File: config.mk
export PLATFORM = sky130hd
export DESIGN_NAME = mcu_system_control
export DESIGN_NICKNAME = d
export VERILOG_FILES = /design/src/shared/sysctl_pkg.sv /design/src/rtl/mcu_system_control.sv /design/src/rtl/carrier_gen.sv
export SDC_FILE = /design/constraint.sdc
export NUM_CORES = 1
export LEC_CHECK = 0
export ABC_AREA = 1
export BUFFER_PORTS_ARGS = -buffer_cell sky130_fd_sc_hd__buf_4
export CELL_PAD_IN_SITES_DETAIL_PLACEMENT = 2
export CELL_PAD_IN_SITES_GLOBAL_PLACEMENT = 2
export CORE_MARGIN = 1
export CORE_UTILIZATION = 30
export CTS_BUF_LIST = sky130_fd_sc_hd__clkbuf_4 sky130_fd_sc_hd__clkbuf_8
export CTS_CLUSTER_DIAMETER = 100
export DETAILED_ROUTE_END_ITERATION = 6
export GPL_TIMING_DRIVEN = 0
export PLACE_DENSITY = 0.73
export SYNTH_ARGS = -nofsm -noshare
export SYNTH_HDL_FRONTEND = slang
export SYNTH_SLANG_ARGS = --single-unit
File: constraint.sdc
create_clock -name ref_clk_i -period 2 [get_ports ref_clk_i]
set_input_delay 0.3 -clock ref_clk_i [delete_from_list [all_inputs] [get_ports ref_clk_i]]
set_output_delay 0.3 -clock ref_clk_i [all_outputs]
set_load 0.05 [all_outputs]
File: src/shared/sysctl_pkg.sv
// package: constants, request carriers and modes for the system-control block
package sysctl_pkg;

    // special-function register offsets
    localparam logic [3:0]  ADDR_CARRIER_CTRL    = 4'h5;
    localparam logic [3:0]  ADDR_FLASH_PROG_CTRL = 4'h9;
    localparam logic [3:0]  ADDR_CLOCK_CFG       = 4'hD;
    localparam logic [3:0]  ADDR_PORT_CFG        = 4'hE;

    // reset values
    localparam logic [3:0]  CARRIER_CTRL_RST     = 4'h0;
    localparam logic [3:0]  CLOCK_CFG_RST        = 4'h0;
    localparam logic [3:0]  PORT_CFG_RST         = 4'h0;
    localparam logic [15:0] FLAGS_RST            = 16'h23FF;

    // indirect flag indices
    localparam int          FLG_STOP             = 15;
    localparam int          FLG_SLEEP            = 14;
    localparam int          FLG_WDT_RUN          = 13;
    localparam int          FLG_WDT_RESTART      = 12;
    localparam int          FLG_MAP_HIGH         = 11;
    localparam int          FLG_MAP_LOW          = 10;
    localparam int          FLG_P4_BIT2          = 9;
    localparam int          FLG_P4_BIT3          = 8;
    localparam int          FLG_P3_LSB           = 4;
    localparam int          FLG_P2_LSB           = 0;

    // clock configuration fields
    localparam int          CK_SRC_BIT           = 3;
    localparam int          CK_DIV_MSB           = 2;
    localparam logic [2:0]  CK_DIV_UNDEF         = 3'h7;

    // port configuration fields
    localparam int          PC_MAP_MSB           = 3;
    localparam int          PC_MAP_LSB           = 2;
    localparam int          PC_PUSH_PULL_BIT     = 1;
    localparam int          PC_OSC_IO_BIT        = 0;
    localparam logic [1:0]  PC_MAP_RESERVED      = 2'h3;
    localparam logic [1:0]  PC_MAP_DEFAULT       = 2'h0;

    // carrier control fields
    localparam int          CC_EN_BIT            = 3;

    // machine cycle timing
    localparam int          MC_CLOCKS            = 6;
    localparam logic [2:0]  FINAL_PHASE          = 3'(MC_CLOCKS - 1);
    localparam int          BRANCH_MCS           = 2;

    // carrier period and high-time lengths, in system clocks
    localparam logic [3:0]  CAR_PER_12           = 4'hC;
    localparam logic [3:0]  CAR_PER_11           = 4'hB;
    localparam logic [3:0]  CAR_PER_8            = 4'h8;
    localparam logic [3:0]  CAR_HI_6             = 4'h6;
    localparam logic [3:0]  CAR_HI_4             = 4'h4;
    localparam logic [3:0]  CAR_HI_3             = 4'h3;
    localparam logic [3:0]  CAR_HI_2             = 4'h2;

    // special-function register write request
    typedef struct packed {
        logic       wr;
        logic [3:0] addr;
        logic [3:0] data;
    } sfr_req_s;

    // indirect flag set/clear request
    typedef struct packed {
        logic       set;
        logic       clr;
        logic [3:0] idx;
    } flag_req_s;

    // power mode, one-hot
    typedef enum logic [2:0] {
        MODE_ACTIVE = 3'b001,
        MODE_SLEEP  = 3'b010,
        MODE_STOP   = 3'b100
    } cpu_mode_e;

endpackage : sysctl_pkg

File: src/rtl/mcu_system_control.sv
// system control: indirect flags, port/clock config, machine cycle, carrier
`timescale 1ns/1ps
`default_nettype none
module mcu_system_control
    import sysctl_pkg::*;
(
    input  wire logic       ref_clk_i,       // oscillator clock, 25 MHz
    input  wire logic       rst_i,           // power-on reset, sync, active high
    input  wire logic       int_rst_i,       // other internal reset, one cycle
    input  wire logic       wdt_reset_i,     // watchdog overflow reset, one cycle
    input  wire sfr_req_s   sfr_req_i,       // register write request
    input  wire flag_req_s  flag_req_i,      // flag set/clear request
    input  wire logic [3:0] rd_addr_i,       // register read address
    input  wire logic       branch_i,        // current instruction is a branch
    input  wire logic       wdt_cleared_i,   // watchdog counter was reset
    input  wire logic [3:0] port_zero_i,     // port zero pin levels
    input  wire logic [3:0] port_one_i,      // port one pin levels
    output logic [3:0]      rd_data_o,       // register read data
    output logic            sys_clk_en_o,    // system clock enable pulse
    output logic [2:0]      phase_o,         // state phase in machine cycle
    output logic            instr_end_o,     // final phase of instruction
    output logic            stop_o,          // stop mode
    output logic            sleep_o,         // sleep mode
    output logic            wdt_run_o,       // watchdog may count
    output logic            wdt_restart_o,   // watchdog clear request
    output logic            clk_sw_reset_o,  // internal reset on source change
    output logic            ring_osc_en_o,   // ring oscillator enable
    output logic            xtal_en_o,       // crystal interface enable
    output logic            osc_pins_low_o,  // force oscillator pins low
    output logic            osc_pins_io_o,   // oscillator pins used as port
    output logic [1:0]      pin_map_o,       // effective pin mapping
    output logic [3:0]      port_two_o,      // port two pin output value
    output logic [3:0]      port_two_oe_o,   // port two output enable
    output logic [3:0]      port_three_o,    // port three pin output value
    output logic [3:0]      port_three_oe_o, // port three output enable
    output logic [1:0]      port_four_o,     // port four bits 3:2 output value
    output logic [1:0]      port_four_oe_o,  // port four bits 3:2 output enable
    output logic            ir_drive_o       // infrared drive pin
);

    // complete state of the block
    typedef struct packed {
        logic [7:0]  sync1;      // pin sync stage one, port one over port zero
        logic [7:0]  sync2;      // pin sync stage two
        logic [5:0]  div_cnt;    // oscillator clocks in system clock
        logic        sys_en;     // system clock enable
        logic [2:0]  phase;      // machine cycle phase
        logic        second_mc;  // in second cycle of a branch
        logic        instr_end;  // final phase strobe
        sfr_req_s    sfr_pend;   // write waiting for final phase
        flag_req_s   flag_pend;  // flag op waiting for final phase
        cpu_mode_e   mode;       // power mode
        logic [15:0] flags;      // indirect flag bank
        logic [3:0]  clk_cfg;    // clock configuration
        logic [3:0]  port_cfg;   // port configuration
        logic [3:0]  car_ctrl;   // carrier control
        logic        sw_rst;     // source change reset pulse
        logic [3:0]  rd_data;    // read data
        logic [3:0]  p2_o;       // port two value
        logic [3:0]  p2_oe;      // port two enable
        logic [3:0]  p3_oe;      // port three enable
        logic [1:0]  p4_oe;      // port four enable
        logic        osc_low;    // oscillator pins low
        logic        xtal_en;    // crystal enable
        logic        ring_en;    // ring enable
        logic [1:0]  map;        // effective pin map
        logic        ir;         // infrared drive
    } ctl_state_s;

    // power-on value; ring oscillator on, flags at their defaults
    localparam ctl_state_s POR_STATE = '{
        sync1:     8'hFF,
        sync2:     8'hFF,
        div_cnt:   6'h00,
        sys_en:    1'b0,
        phase:     3'h0,
        second_mc: 1'b0,
        instr_end: 1'b0,
        sfr_pend:  '0,
        flag_pend: '0,
        mode:      MODE_ACTIVE,
        flags:     FLAGS_RST,
        clk_cfg:   CLOCK_CFG_RST,
        port_cfg:  PORT_CFG_RST,
        car_ctrl:  CARRIER_CTRL_RST,
        sw_rst:    1'b0,
        rd_data:   4'h0,
        p2_o:      4'h0,
        p2_oe:     4'h0,
        p3_oe:     4'h0,
        p4_oe:     2'h0,
        osc_low:   1'b0,
        xtal_en:   1'b0,
        ring_en:   1'b1,
        map:       PC_MAP_DEFAULT,
        ir:        1'b1
    };

    ctl_state_s s_r;       // registered state
    ctl_state_s s_nxt;     // next state
    logic       carrier;   // internal carrier signal

    // mask for a flag index, used by set and clear paths
    function automatic logic [15:0] flag_mask(input logic [3:0] idx);
        flag_mask = 16'h0001 << idx;
    endfunction : flag_mask

    // carrier pattern generator runs on the system clock enable
    carrier_gen u_carrier (
        .ref_clk_i (ref_clk_i),
        .rst_i     (rst_i),
        .tick_i    (s_r.sys_en),
        .ctrl_i    (s_r.car_ctrl),
        .carrier_o (carrier)
    );

    // next-state logic
    always_comb begin
        logic [5:0]  div_last;   // last count of divider
        logic        commit;     // instruction ends this cycle
        logic        last_mc;    // machine cycle is the last one
        logic        map_open;   // protected writes allowed
        logic        int_rst;    // an internal reset applies
        logic [15:0] fmask;      // selected flag
        div_last = 6'h00;
        commit   = 1'b0;
        last_mc  = 1'b0;
        map_open = 1'b0;
        int_rst  = 1'b0;
        fmask    = 16'h0000;
        s_nxt    = s_r;

        // two-stage sync of port zero/one wake levels; stage one feeds only stage two
        // pins are synced one by one, since gating them first could glitch
        s_nxt.sync1 = {port_one_i, port_zero_i};
        s_nxt.sync2 = s_r.sync1;

        // divider: system clock = oscillator / 2^field
        div_last = 6'((7'h01 << s_r.clk_cfg[CK_DIV_MSB:0]) - 7'h01);
        s_nxt.sys_en = 1'b0;
        if (s_r.mode != MODE_STOP) begin
            if (s_r.div_cnt >= div_last) begin
                s_nxt.div_cnt = 6'h00;
                s_nxt.sys_en  = 1'b1;
            end else begin
                s_nxt.div_cnt = s_r.div_cnt + 6'h01;
            end
        end

        // hold requests until the instruction's final phase
        if (sfr_req_i.wr) begin
            s_nxt.sfr_pend = sfr_req_i;
        end
        if (flag_req_i.set || flag_req_i.clr) begin
            s_nxt.flag_pend = flag_req_i;
        end

        // machine cycle sequencer, halted in sleep and stop
        s_nxt.instr_end = 1'b0;
        last_mc = !branch_i || s_r.second_mc;
        if (s_r.sys_en && s_r.mode == MODE_ACTIVE) begin
            if (s_r.phase == FINAL_PHASE) begin
                s_nxt.phase = 3'h0;
                if (last_mc) begin
                    s_nxt.second_mc = 1'b0;
                    commit          = 1'b1;
                end else begin
                    s_nxt.second_mc = 1'b1;
                end
            end else begin
                s_nxt.phase = s_r.phase + 3'h1;
            end
        end
        s_nxt.instr_end = commit;

        // commit of pending register write at the final phase
        map_open = s_r.flags[FLG_MAP_HIGH] && !s_r.flags[FLG_MAP_LOW];
        s_nxt.sw_rst = 1'b0;
        if (commit && s_r.sfr_pend.wr) begin
            if (!sfr_req_i.wr) begin
                s_nxt.sfr_pend.wr = 1'b0;
            end
            case (s_r.sfr_pend.addr)
                ADDR_CARRIER_CTRL: begin
                    s_nxt.car_ctrl = s_r.sfr_pend.data;
                end
                ADDR_PORT_CFG: begin
                    s_nxt.port_cfg = s_r.sfr_pend.data;
                end
                ADDR_CLOCK_CFG: begin
                    s_nxt.clk_cfg[CK_SRC_BIT] = s_r.sfr_pend.data[CK_SRC_BIT];
                    // undefined ratio is ignored, old ratio kept
                    if (s_r.sfr_pend.data[CK_DIV_MSB:0] != CK_DIV_UNDEF) begin
                        s_nxt.clk_cfg[CK_DIV_MSB:0] = s_r.sfr_pend.data[CK_DIV_MSB:0];
                    end
                    // changing the source restarts the device
                    s_nxt.sw_rst = s_r.sfr_pend.data[CK_SRC_BIT] != s_r.clk_cfg[CK_SRC_BIT];
                end
                ADDR_FLASH_PROG_CTRL: begin
                    // the flash control write itself is outside; with map high set and low clear it forces run
                    if (map_open) begin
                        s_nxt.flags[FLG_WDT_RUN] = 1'b1;
                    end
                end
                default: begin
                    // other registers live elsewhere
                end
            endcase
        end

        // commit of pending flag operation
        if (commit && (s_r.flag_pend.set || s_r.flag_pend.clr)) begin
            if (!(flag_req_i.set || flag_req_i.clr)) begin
                s_nxt.flag_pend = '0;
            end
            fmask = flag_mask(s_r.flag_pend.idx);
            case (s_r.flag_pend.idx)
                4'(FLG_STOP): begin
                    // refused while any wake pin is low
                    if (s_r.flag_pend.set && (&s_r.sync2)) begin
                        s_nxt.mode = MODE_STOP;
                    end
                end
                4'(FLG_SLEEP): begin
                    if (s_r.flag_pend.set) begin
                        s_nxt.mode               = MODE_SLEEP;
                        s_nxt.flags[FLG_WDT_RUN] = 1'b1;
                    end
                end
                4'(FLG_WDT_RUN): begin
                    // protected: only with map high set and low clear
                    if (map_open) begin
                        s_nxt.flags[FLG_WDT_RUN] = s_r.flag_pend.set;
                    end
                end
                default: begin
                    // restart, map and port flags
                    if (s_r.flag_pend.set) begin
                        s_nxt.flags = s_nxt.flags | fmask;
                    end else begin
                        s_nxt.flags = s_nxt.flags & ~fmask;
                    end
                end
            endcase
        end

        // restart flag drops once the counter is cleared; a new set wins
        if (wdt_cleared_i && !(commit && s_r.flag_pend.set
                && s_r.flag_pend.idx == 4'(FLG_WDT_RESTART))) begin
            s_nxt.flags[FLG_WDT_RESTART] = 1'b0;
        end

        // read path shows committed configuration; flags read as zero
        case (rd_addr_i)
            ADDR_CARRIER_CTRL: s_nxt.rd_data = s_r.car_ctrl;
            ADDR_CLOCK_CFG:    s_nxt.rd_data = s_r.clk_cfg;
            ADDR_PORT_CFG:     s_nxt.rd_data = s_r.port_cfg;
            default:           s_nxt.rd_data = 4'h0;
        endcase

        // pins frozen during stop and sleep
        if (s_r.mode == MODE_ACTIVE) begin
            if (s_r.port_cfg[PC_PUSH_PULL_BIT]) begin
                // push-pull drives both levels
                s_nxt.p2_o  = s_r.flags[FLG_P2_LSB +: 4];
                s_nxt.p2_oe = 4'hF;
            end else begin
                // open drain: drive low only where the bit is zero
                s_nxt.p2_o  = 4'h0;
                s_nxt.p2_oe = ~s_r.flags[FLG_P2_LSB +: 4];
            end
            s_nxt.p3_oe = ~s_r.flags[FLG_P3_LSB +: 4];
            s_nxt.p4_oe = ~{s_r.flags[FLG_P4_BIT3], s_r.flags[FLG_P4_BIT2]};
        end

        // oscillator selection and pin use
        s_nxt.ring_en = !s_r.clk_cfg[CK_SRC_BIT];
        s_nxt.xtal_en = s_r.clk_cfg[CK_SRC_BIT] && !s_r.port_cfg[PC_OSC_IO_BIT]
                        && s_r.mode != MODE_STOP;
        s_nxt.osc_low = (s_r.mode == MODE_STOP) && !s_r.port_cfg[PC_OSC_IO_BIT];

        // reserved mapping code falls back to the default map
        if (s_r.port_cfg[PC_MAP_MSB:PC_MAP_LSB] == PC_MAP_RESERVED) begin
            s_nxt.map = PC_MAP_DEFAULT;
        end else begin
            s_nxt.map = s_r.port_cfg[PC_MAP_MSB:PC_MAP_LSB];
        end

        // led lit while carrier high
        s_nxt.ir = !carrier;

        // internal resets; in sleep only the watchdog and source-change resets apply
        int_rst = wdt_reset_i || s_r.sw_rst || (int_rst_i && s_r.mode != MODE_SLEEP);
        if (int_rst) begin
            s_nxt.phase                       = 3'h0;
            s_nxt.second_mc                   = 1'b0;
            s_nxt.instr_end                   = 1'b0;
            s_nxt.sfr_pend                    = '0;
            s_nxt.flag_pend                   = '0;
            s_nxt.mode                        = MODE_ACTIVE;
            s_nxt.flags                       = FLAGS_RST;
            s_nxt.car_ctrl                    = CARRIER_CTRL_RST;
            s_nxt.port_cfg[PC_PUSH_PULL_BIT]  = 1'b0;
            s_nxt.sw_rst                      = 1'b0;
            // clock configuration untouched
        end
    end

    // state register; power-on reset sets every field
    always_ff @(posedge ref_clk_i) begin
        if (rst_i) begin
            s_r <= POR_STATE;
        end else begin
            s_r <= s_nxt;
        end
    end

    // outputs straight from state flops; port three and four values are constant zero
    assign rd_data_o       = s_r.rd_data;
    assign sys_clk_en_o    = s_r.sys_en;
    assign phase_o         = s_r.phase;
    assign instr_end_o     = s_r.instr_end;
    assign stop_o          = s_r.mode[2];   // one-hot stop bit
    assign sleep_o         = s_r.mode[1];   // one-hot sleep bit
    assign wdt_run_o       = s_r.flags[FLG_WDT_RUN];
    assign wdt_restart_o   = s_r.flags[FLG_WDT_RESTART];
    assign clk_sw_reset_o  = s_r.sw_rst;
    assign ring_osc_en_o   = s_r.ring_en;
    assign xtal_en_o       = s_r.xtal_en;
    assign osc_pins_low_o  = s_r.osc_low;
    assign osc_pins_io_o   = s_r.port_cfg[PC_OSC_IO_BIT];
    assign pin_map_o       = s_r.map;
    assign port_two_o      = s_r.p2_o;
    assign port_two_oe_o   = s_r.p2_oe;
    assign port_three_o    = 4'h0;
    assign port_three_oe_o = s_r.p3_oe;
    assign port_four_o     = 2'h0;
    assign port_four_oe_o  = s_r.p4_oe;
    assign ir_drive_o      = s_r.ir;

endmodule : mcu_system_control
`default_nettype wire

File: src/rtl/carrier_gen.sv
// carrier pattern generator for the infrared drive
`timescale 1ns/1ps
`default_nettype none
module carrier_gen
    import sysctl_pkg::*;
(
    input  wire logic       ref_clk_i,  // oscillator clock
    input  wire logic       rst_i,      // sync reset, active high
    input  wire logic       tick_i,     // system clock enable
    input  wire logic [3:0] ctrl_i,     // enable and pattern code
    output logic            carrier_o   // internal carrier signal
);

    // complete state of the generator
    typedef struct packed {
        logic [3:0] cnt;       // position in period
        logic [3:0] last_ctrl; // control seen last cycle
        logic       out;       // carrier level
    } car_state_s;

    car_state_s s_r;    // registered state
    car_state_s s_nxt;  // next state

    // period length in system clocks per pattern code
    function automatic logic [3:0] period_of(input logic [2:0] code);
        case (code)
            3'h1, 3'h5: period_of = CAR_PER_8;
            3'h6:       period_of = CAR_PER_11;
            default:    period_of = CAR_PER_12;
        endcase
    endfunction : period_of

    // high time in system clocks per pattern code
    function automatic logic [3:0] high_of(input logic [2:0] code);
        case (code)
            3'h0:       high_of = CAR_HI_4;
            3'h1:       high_of = CAR_HI_4;
            3'h2:       high_of = CAR_HI_3;
            3'h4:       high_of = CAR_HI_6;
            3'h5:       high_of = CAR_HI_2;
            3'h6:       high_of = CAR_HI_4;
            default:    high_of = CAR_HI_4;
        endcase
    endfunction : high_of

    // next-state logic
    always_comb begin
        s_nxt           = s_r;
        s_nxt.last_ctrl = ctrl_i;
        if (ctrl_i != s_r.last_ctrl) begin
            // restart so no truncated pulse leaks out
            s_nxt.cnt = 4'h0;
        end else if (tick_i) begin
            if (s_r.cnt >= period_of(ctrl_i[2:0]) - 4'h1) begin
                s_nxt.cnt = 4'h0;
            end else begin
                s_nxt.cnt = s_r.cnt + 4'h1;
            end
        end
        if (!ctrl_i[CC_EN_BIT]) begin
            s_nxt.out = 1'b0;
        end else if (ctrl_i[1:0] == 2'h3) begin
            s_nxt.out = 1'b1;
        end else begin
            // high part comes first in each period
            s_nxt.out = (s_nxt.cnt < high_of(ctrl_i[2:0]));
        end
    end

    // state register
    always_ff @(posedge ref_clk_i) begin
        if (rst_i) begin
            s_r <= '0;
        end else begin
            s_r <= s_nxt;
        end
    end

    assign carrier_o = s_r.out;

endmodule : carrier_gen
`default_nettype wire

# Word level (Yosys, flattened, before mapping)
# Cells that the tools add are included.
# classes
bitwise_logic	11
shifts	2
n_mul	0
n_reduce_logical	40
div	0
eq_ne	28
n_mux	37
order_cmp	3
add_sub_neg	5
# op_table
op	count
== test 4 bit (second input constant)	9
two-way mux 4 bit	7
two-way mux 25 bit	1
two-way mux 6 bit	3
AND 16 bit	1
two-way mux 16 bit	1
inverter 16 bit	1
OR 16 bit	1
<< shifter 1 x 4 -> 16 bit (first input constant)	1
== test 3 bit (second input constant)	5
two-way mux 1 bit	13
two-way mux 13 bit	1
logical AND 1 bit	12
case mux 3 bit (2 select lines)	2
case mux 4 bit (3 select lines)	1
AND reduction 2 bit	5
OR reduction 2 bit	5
two-way mux 3 bit	3
two-way mux 9 bit	1
case mux 3 bit (3 select lines)	1
== test 4 x 3 -> 1 bit (second input constant)	2
two-way mux 8 bit	1
inverter 4 bit	2
AND reduction 8 bit	1
other kinds (28)	46
# totals
n_memories	0
ramBits	0
latch_bits	0
rom_bits	0
out_inout_bits	41
register_bits	108
input_bits	33

# Logic depth before layout (Yosys ltp)
# depth
word_depth	12
depth_mapped	17
mapped_depth_nobuf	17

# Modules after synthesis
# Synthesis repeated with hierarchy kept, for this count alone.
# unflattened
cells_unflattened	643
hier_area_um2	4854.7
# modules_own_cells
mod	instances	area_each_um2	cells_each	seq_area_each_um2
mcu_system_control	1	4302.9	565	1941.9
carrier_gen	1	551.8	78	180.2

# Least setup slack after synthesis
# Ideal clock, no wire load.
# synth_timing
path_type	reg-to-reg
startpoint	register s_r[33] (netlist bit)
endpoint	register s_r[80] (netlist bit)
period_less_slack_ns	2.010
arrival_time_ns	1.891
stages_incl_launch_ff	13
setup_ns	0.119
path_slack_ns	-0.010
path_cell_list	dfxtp_1 nor2_1 nand2_1 ha_1 o21ai_0 xnor2_1 ha_1 nand2_1 or3_1 nand2_1 nand2_1 nand2_1 nor3b_1
# synth_via
elab_chain_len	4
# synth_lines
element	line_no	rtl
from (decl)	mcu_system_control.sv:99	ctl_state_s s_r;
from (signal assigned)	mcu_system_control.sv:314	s_r <= s_nxt;
<< shifter 1 x 3 -> 6 bit	mcu_system_control.sv:139	div_last = 6'((7'h01 << s_r.clk_cfg[CK_DIV_MSB:0]) - 7'h01);
subtractor 6 x 1 -> 6 bit	mcu_system_control.sv:139	
greater-or-equal comparator 6 bit	mcu_system_control.sv:142	if (s_r.div_cnt >= div_last) begin
two-way mux 6 bit	mcu_system_control.sv:142	
# Every way passes these cells.
# A chain may end at the register's enable or synchronous reset.

# Worst setup path after layout
# layout_timing
startpoint	register s_r[34] (netlist bit)
endpoint	register s_r[80] (netlist bit)
# The elaborated chain is that of the path after synthesis.

==> flow_summary.ini <==
[setup_path]
cp_slowest_cell = dfxtp_4
cp.required_ps = 2320
worst-setup-path-type = reg -> reg
reg2reg_slack_ps = -120
cp_max_fo = 4
max_stage_delay_ps = 380
worstSetupStartpointType = register
end_kind = register
critPathMostFrequentCell = nand2_4
arrival_ps = 2440
crit_chain = nor2_4 > nand2_2 > ha_4 > xor2_2 > ha_1 > nand2_2 > nor2_1 > o21ai_1 > o211a_1 > nand2_4 > nand2_4 > nand2_4 > nor3b_2

[drt]
drt_wl_total_um = 14800
post_drt_wl_per_cell_um = 16.3
routed-via-count = 4292
drt_first_pass_iters = 4
avgViaCountPerCell = 4.71
drt-initial-drc-count = 94
drc = 0
antenna_left = 0

[placed_design]
place_area_mm2 = 0.00548
gp_congestion = 0.785
numPortBuffers = 67
place_hpwl_um = 10900

[floorplanning]
dieArea_mm2 = 0.0161
io_pins = 74
die_x_um = 127
die_h_um = 127
core_mm2 = 0.0153
rows = 45
start_util = 0.308

[cts]
htreeDepth = 3
cts_root_buffer = clkbuf_8
cts_tree = yes
cts_buffers = 9
clk_pin_slew_ps = 110
clk_latency_ps = 390
cts_sinks = 106
clockBufferDepth = 2

[global_routing]
gr-usage-met3 = 0.0230
grt_busiest_layer = met2
antenna_found_initial = 0
met1_usage = 0.219
met2_usage = 0.370
overflow = 0
grtUsageTotal = 0.193
grt_pass1_wl_um = 24400
grt_pass1_vias = 4855
grt_max_degree = 19

[power]
irDropWorstVdd_v = 0.000386
powerDensity_mw_per_mm2 = 654
p_leak_nw = 2.62

[timing]
tightest_slew_ps = 587
slew_headroom = 0.609
min_period_ps = 2120
clock.fmax_ghz = 0.472
skew_ps = 14.4
rsz0062_at_grt = true
finalCritPeriodShare = 1.06
slew_viol_final = 0
finalSetupViolations = 9
setup_ws_ps = -119
hold_viol = 0

[synthesis]
syn_avg_cell_area_um2 = 7.87
yosys_warnings = 0
ys_seq_area_frac = 0.452
syn_area_mm2 = 0.00469
yosys.area.top_type = dfxtp_1
ys_ff_latch = 106
synth-edff-count = 0
ys.flop_type = dfxtp_1
synthTopCellsByArea = dfxtp_1, inv_1, nand2_1
synth.distinct_cells = 47
synthArstFlopShare = 0
synth_cells = 596
synth_top_cell_area_share = 0.452

[outcome]
violations = setup timing
status = finished with violations

[layout]
fin_nets = 742
area_growth_pct = 28.9
antenna_cells = 0
design_area_mm2 = 0.00605
layout-drive-gt1-share = 0.314
fin_util = 0.396

[flow_run]
cap_violations = 0

[min_path]
hp-class = in -> reg
==> cell type report <==
class / instances / area (um2)
Clock buffer: 9 / 124
Inverter: 81 / 320
Tap cell: 211 / 264
Multi-Input combinational cell: 371 / 2200
Clock inverter: 7 / 98.8
Timing Repair Buffer: 83 / 627
Sequential cell: 106 / 2140
Fill cell: 1741 / 9210
Buffer: 43 / 280
==> repair_timing <==
action | in CTS | in global routing
setup buffers | 15 | 1
hold buffers | 0 | 0
hold endpoints to repair | 0 | 0
resized for setup | 47 | 23
pin swaps | 24 | 17
setup endpoints to repair | 8 | 16
==> layout by cell type (no fill, tap or decap), types with 3 or more instances in the layout <==
master    synthesis  final
nor3_2            1      3
nor3_1           13     11
inv_1            74     66
nand2_2           4      8
clkbuf_8          0      9
buf_4            29    111
nand2_1          72     64
dfxtp_1         106    100
xor2_1            4      3
o21ai_1           6     11
buf_2             5      4
or2_2            17     17
nand2_4           2      6
dfxtp_4           0      4
nand3_1          36     30
nand3_2           1      7
conb_1            1      6
inv_2             5      9
o21ai_0          41     35
ha_4              0      3
nor2_2            1      3
clkbuf_1          7      7
nor2_4            4      7
a21oi_1          47     45
ha_1             14     11
inv_6             0      5
o22ai_1           6      6
a31oi_1           5      5
nor2_1           59     54
nand4_1          11     11
==> Yosys cell counts (2+ instances only) <==
| master | number |
|---|---|
| nand2_2 | 4 |
| nand2_4 | 2 |
| inv_2 | 5 |
| buf_2 | 5 |
| xnor2_1 | 2 |
| clkbuf_1 | 7 |
| nand2_1 | 72 |
| buf_4 | 29 |
| o22ai_1 | 6 |
| o21ai_1 | 6 |
| or2_2 | 17 |
| nor3b_1 | 2 |
| nand3_1 | 36 |
| a31oi_1 | 5 |
| nor3_1 | 13 |
| inv_1 | 74 |
| o21ai_0 | 41 |
| nor2_4 | 4 |
| nor2_1 | 59 |
| ha_1 | 14 |
| nand4_1 | 11 |
| dfxtp_1 | 106 |
| nand3b_1 | 2 |
| o211ai_1 | 2 |
| xor2_1 | 4 |
| a21oi_1 | 47 |
==> metrics by stage <==
step	worst slack, ps	TNS [ps]	power, W	hold WS (ps)	std cells
floorplan	14.8	0	0.00236	352	601
global placement	-365	-1320	0.00246	366	879
detailed placement	-338	-1950	0.00247	365	879
CTS	-81.9	-290	0.00399	77.5	910
global route	-214	-1320	0.00410	85.7	911
finish	-119	-578	0.00396	95.0	911
==> path summary, 6_finish.rpt <==
kind,startpoint,to,depth (start not counted)
worst max-delay path,s_r[34],s_r[80],13
worst min-delay path,port_zero_i[3],s_nxt[86],2
worst max register to register,s_r[34],s_r[80],13
worst min register to register,u_carrier.carrier_o,ir_drive_o,1
==> critical path, delay by kind of cell (launching register included) <==
family	cells	cell delay [ps]
compound gates	2	270
simple gates	8	760
fa+ha+maj	2	500
flops	1	380
xor+xnor	1	140
==> cell families (layout without fill, tap and decap cells) <==
kind of cell,Yosys count,after routing,share of synthesized area
other,1,6,0.000799
AOI/OAI and AO/OA,116,116,0.140
xor gates and xnor gates,6,6,0.0112
buffers and inverters,124,223,0.124
DFF,106,106,0.452
adders and majority gates,14,14,0.0373
and+or+nand+nor,229,229,0.234
==> report_power, final <==
group	leakage, nW	switching (W)	internal, W	total (W)
sequential	0.864	0.0000194	0.00213	0.00215
clock	0.111	0.000817	0.000717	0.00153
combinational	1.64	0.000166	0.000103	0.000269
total	2.62	0.00100	0.00295	0.00396
==> per-layer routing <==
layer	vias up	share of wire
met1	2108	0.42
met4	0	0.019
met2	51	0.54
met3	20	0.017
li1	2113	-
met5	-	0
No activity file was read; power rests on OpenSTA's default activity.
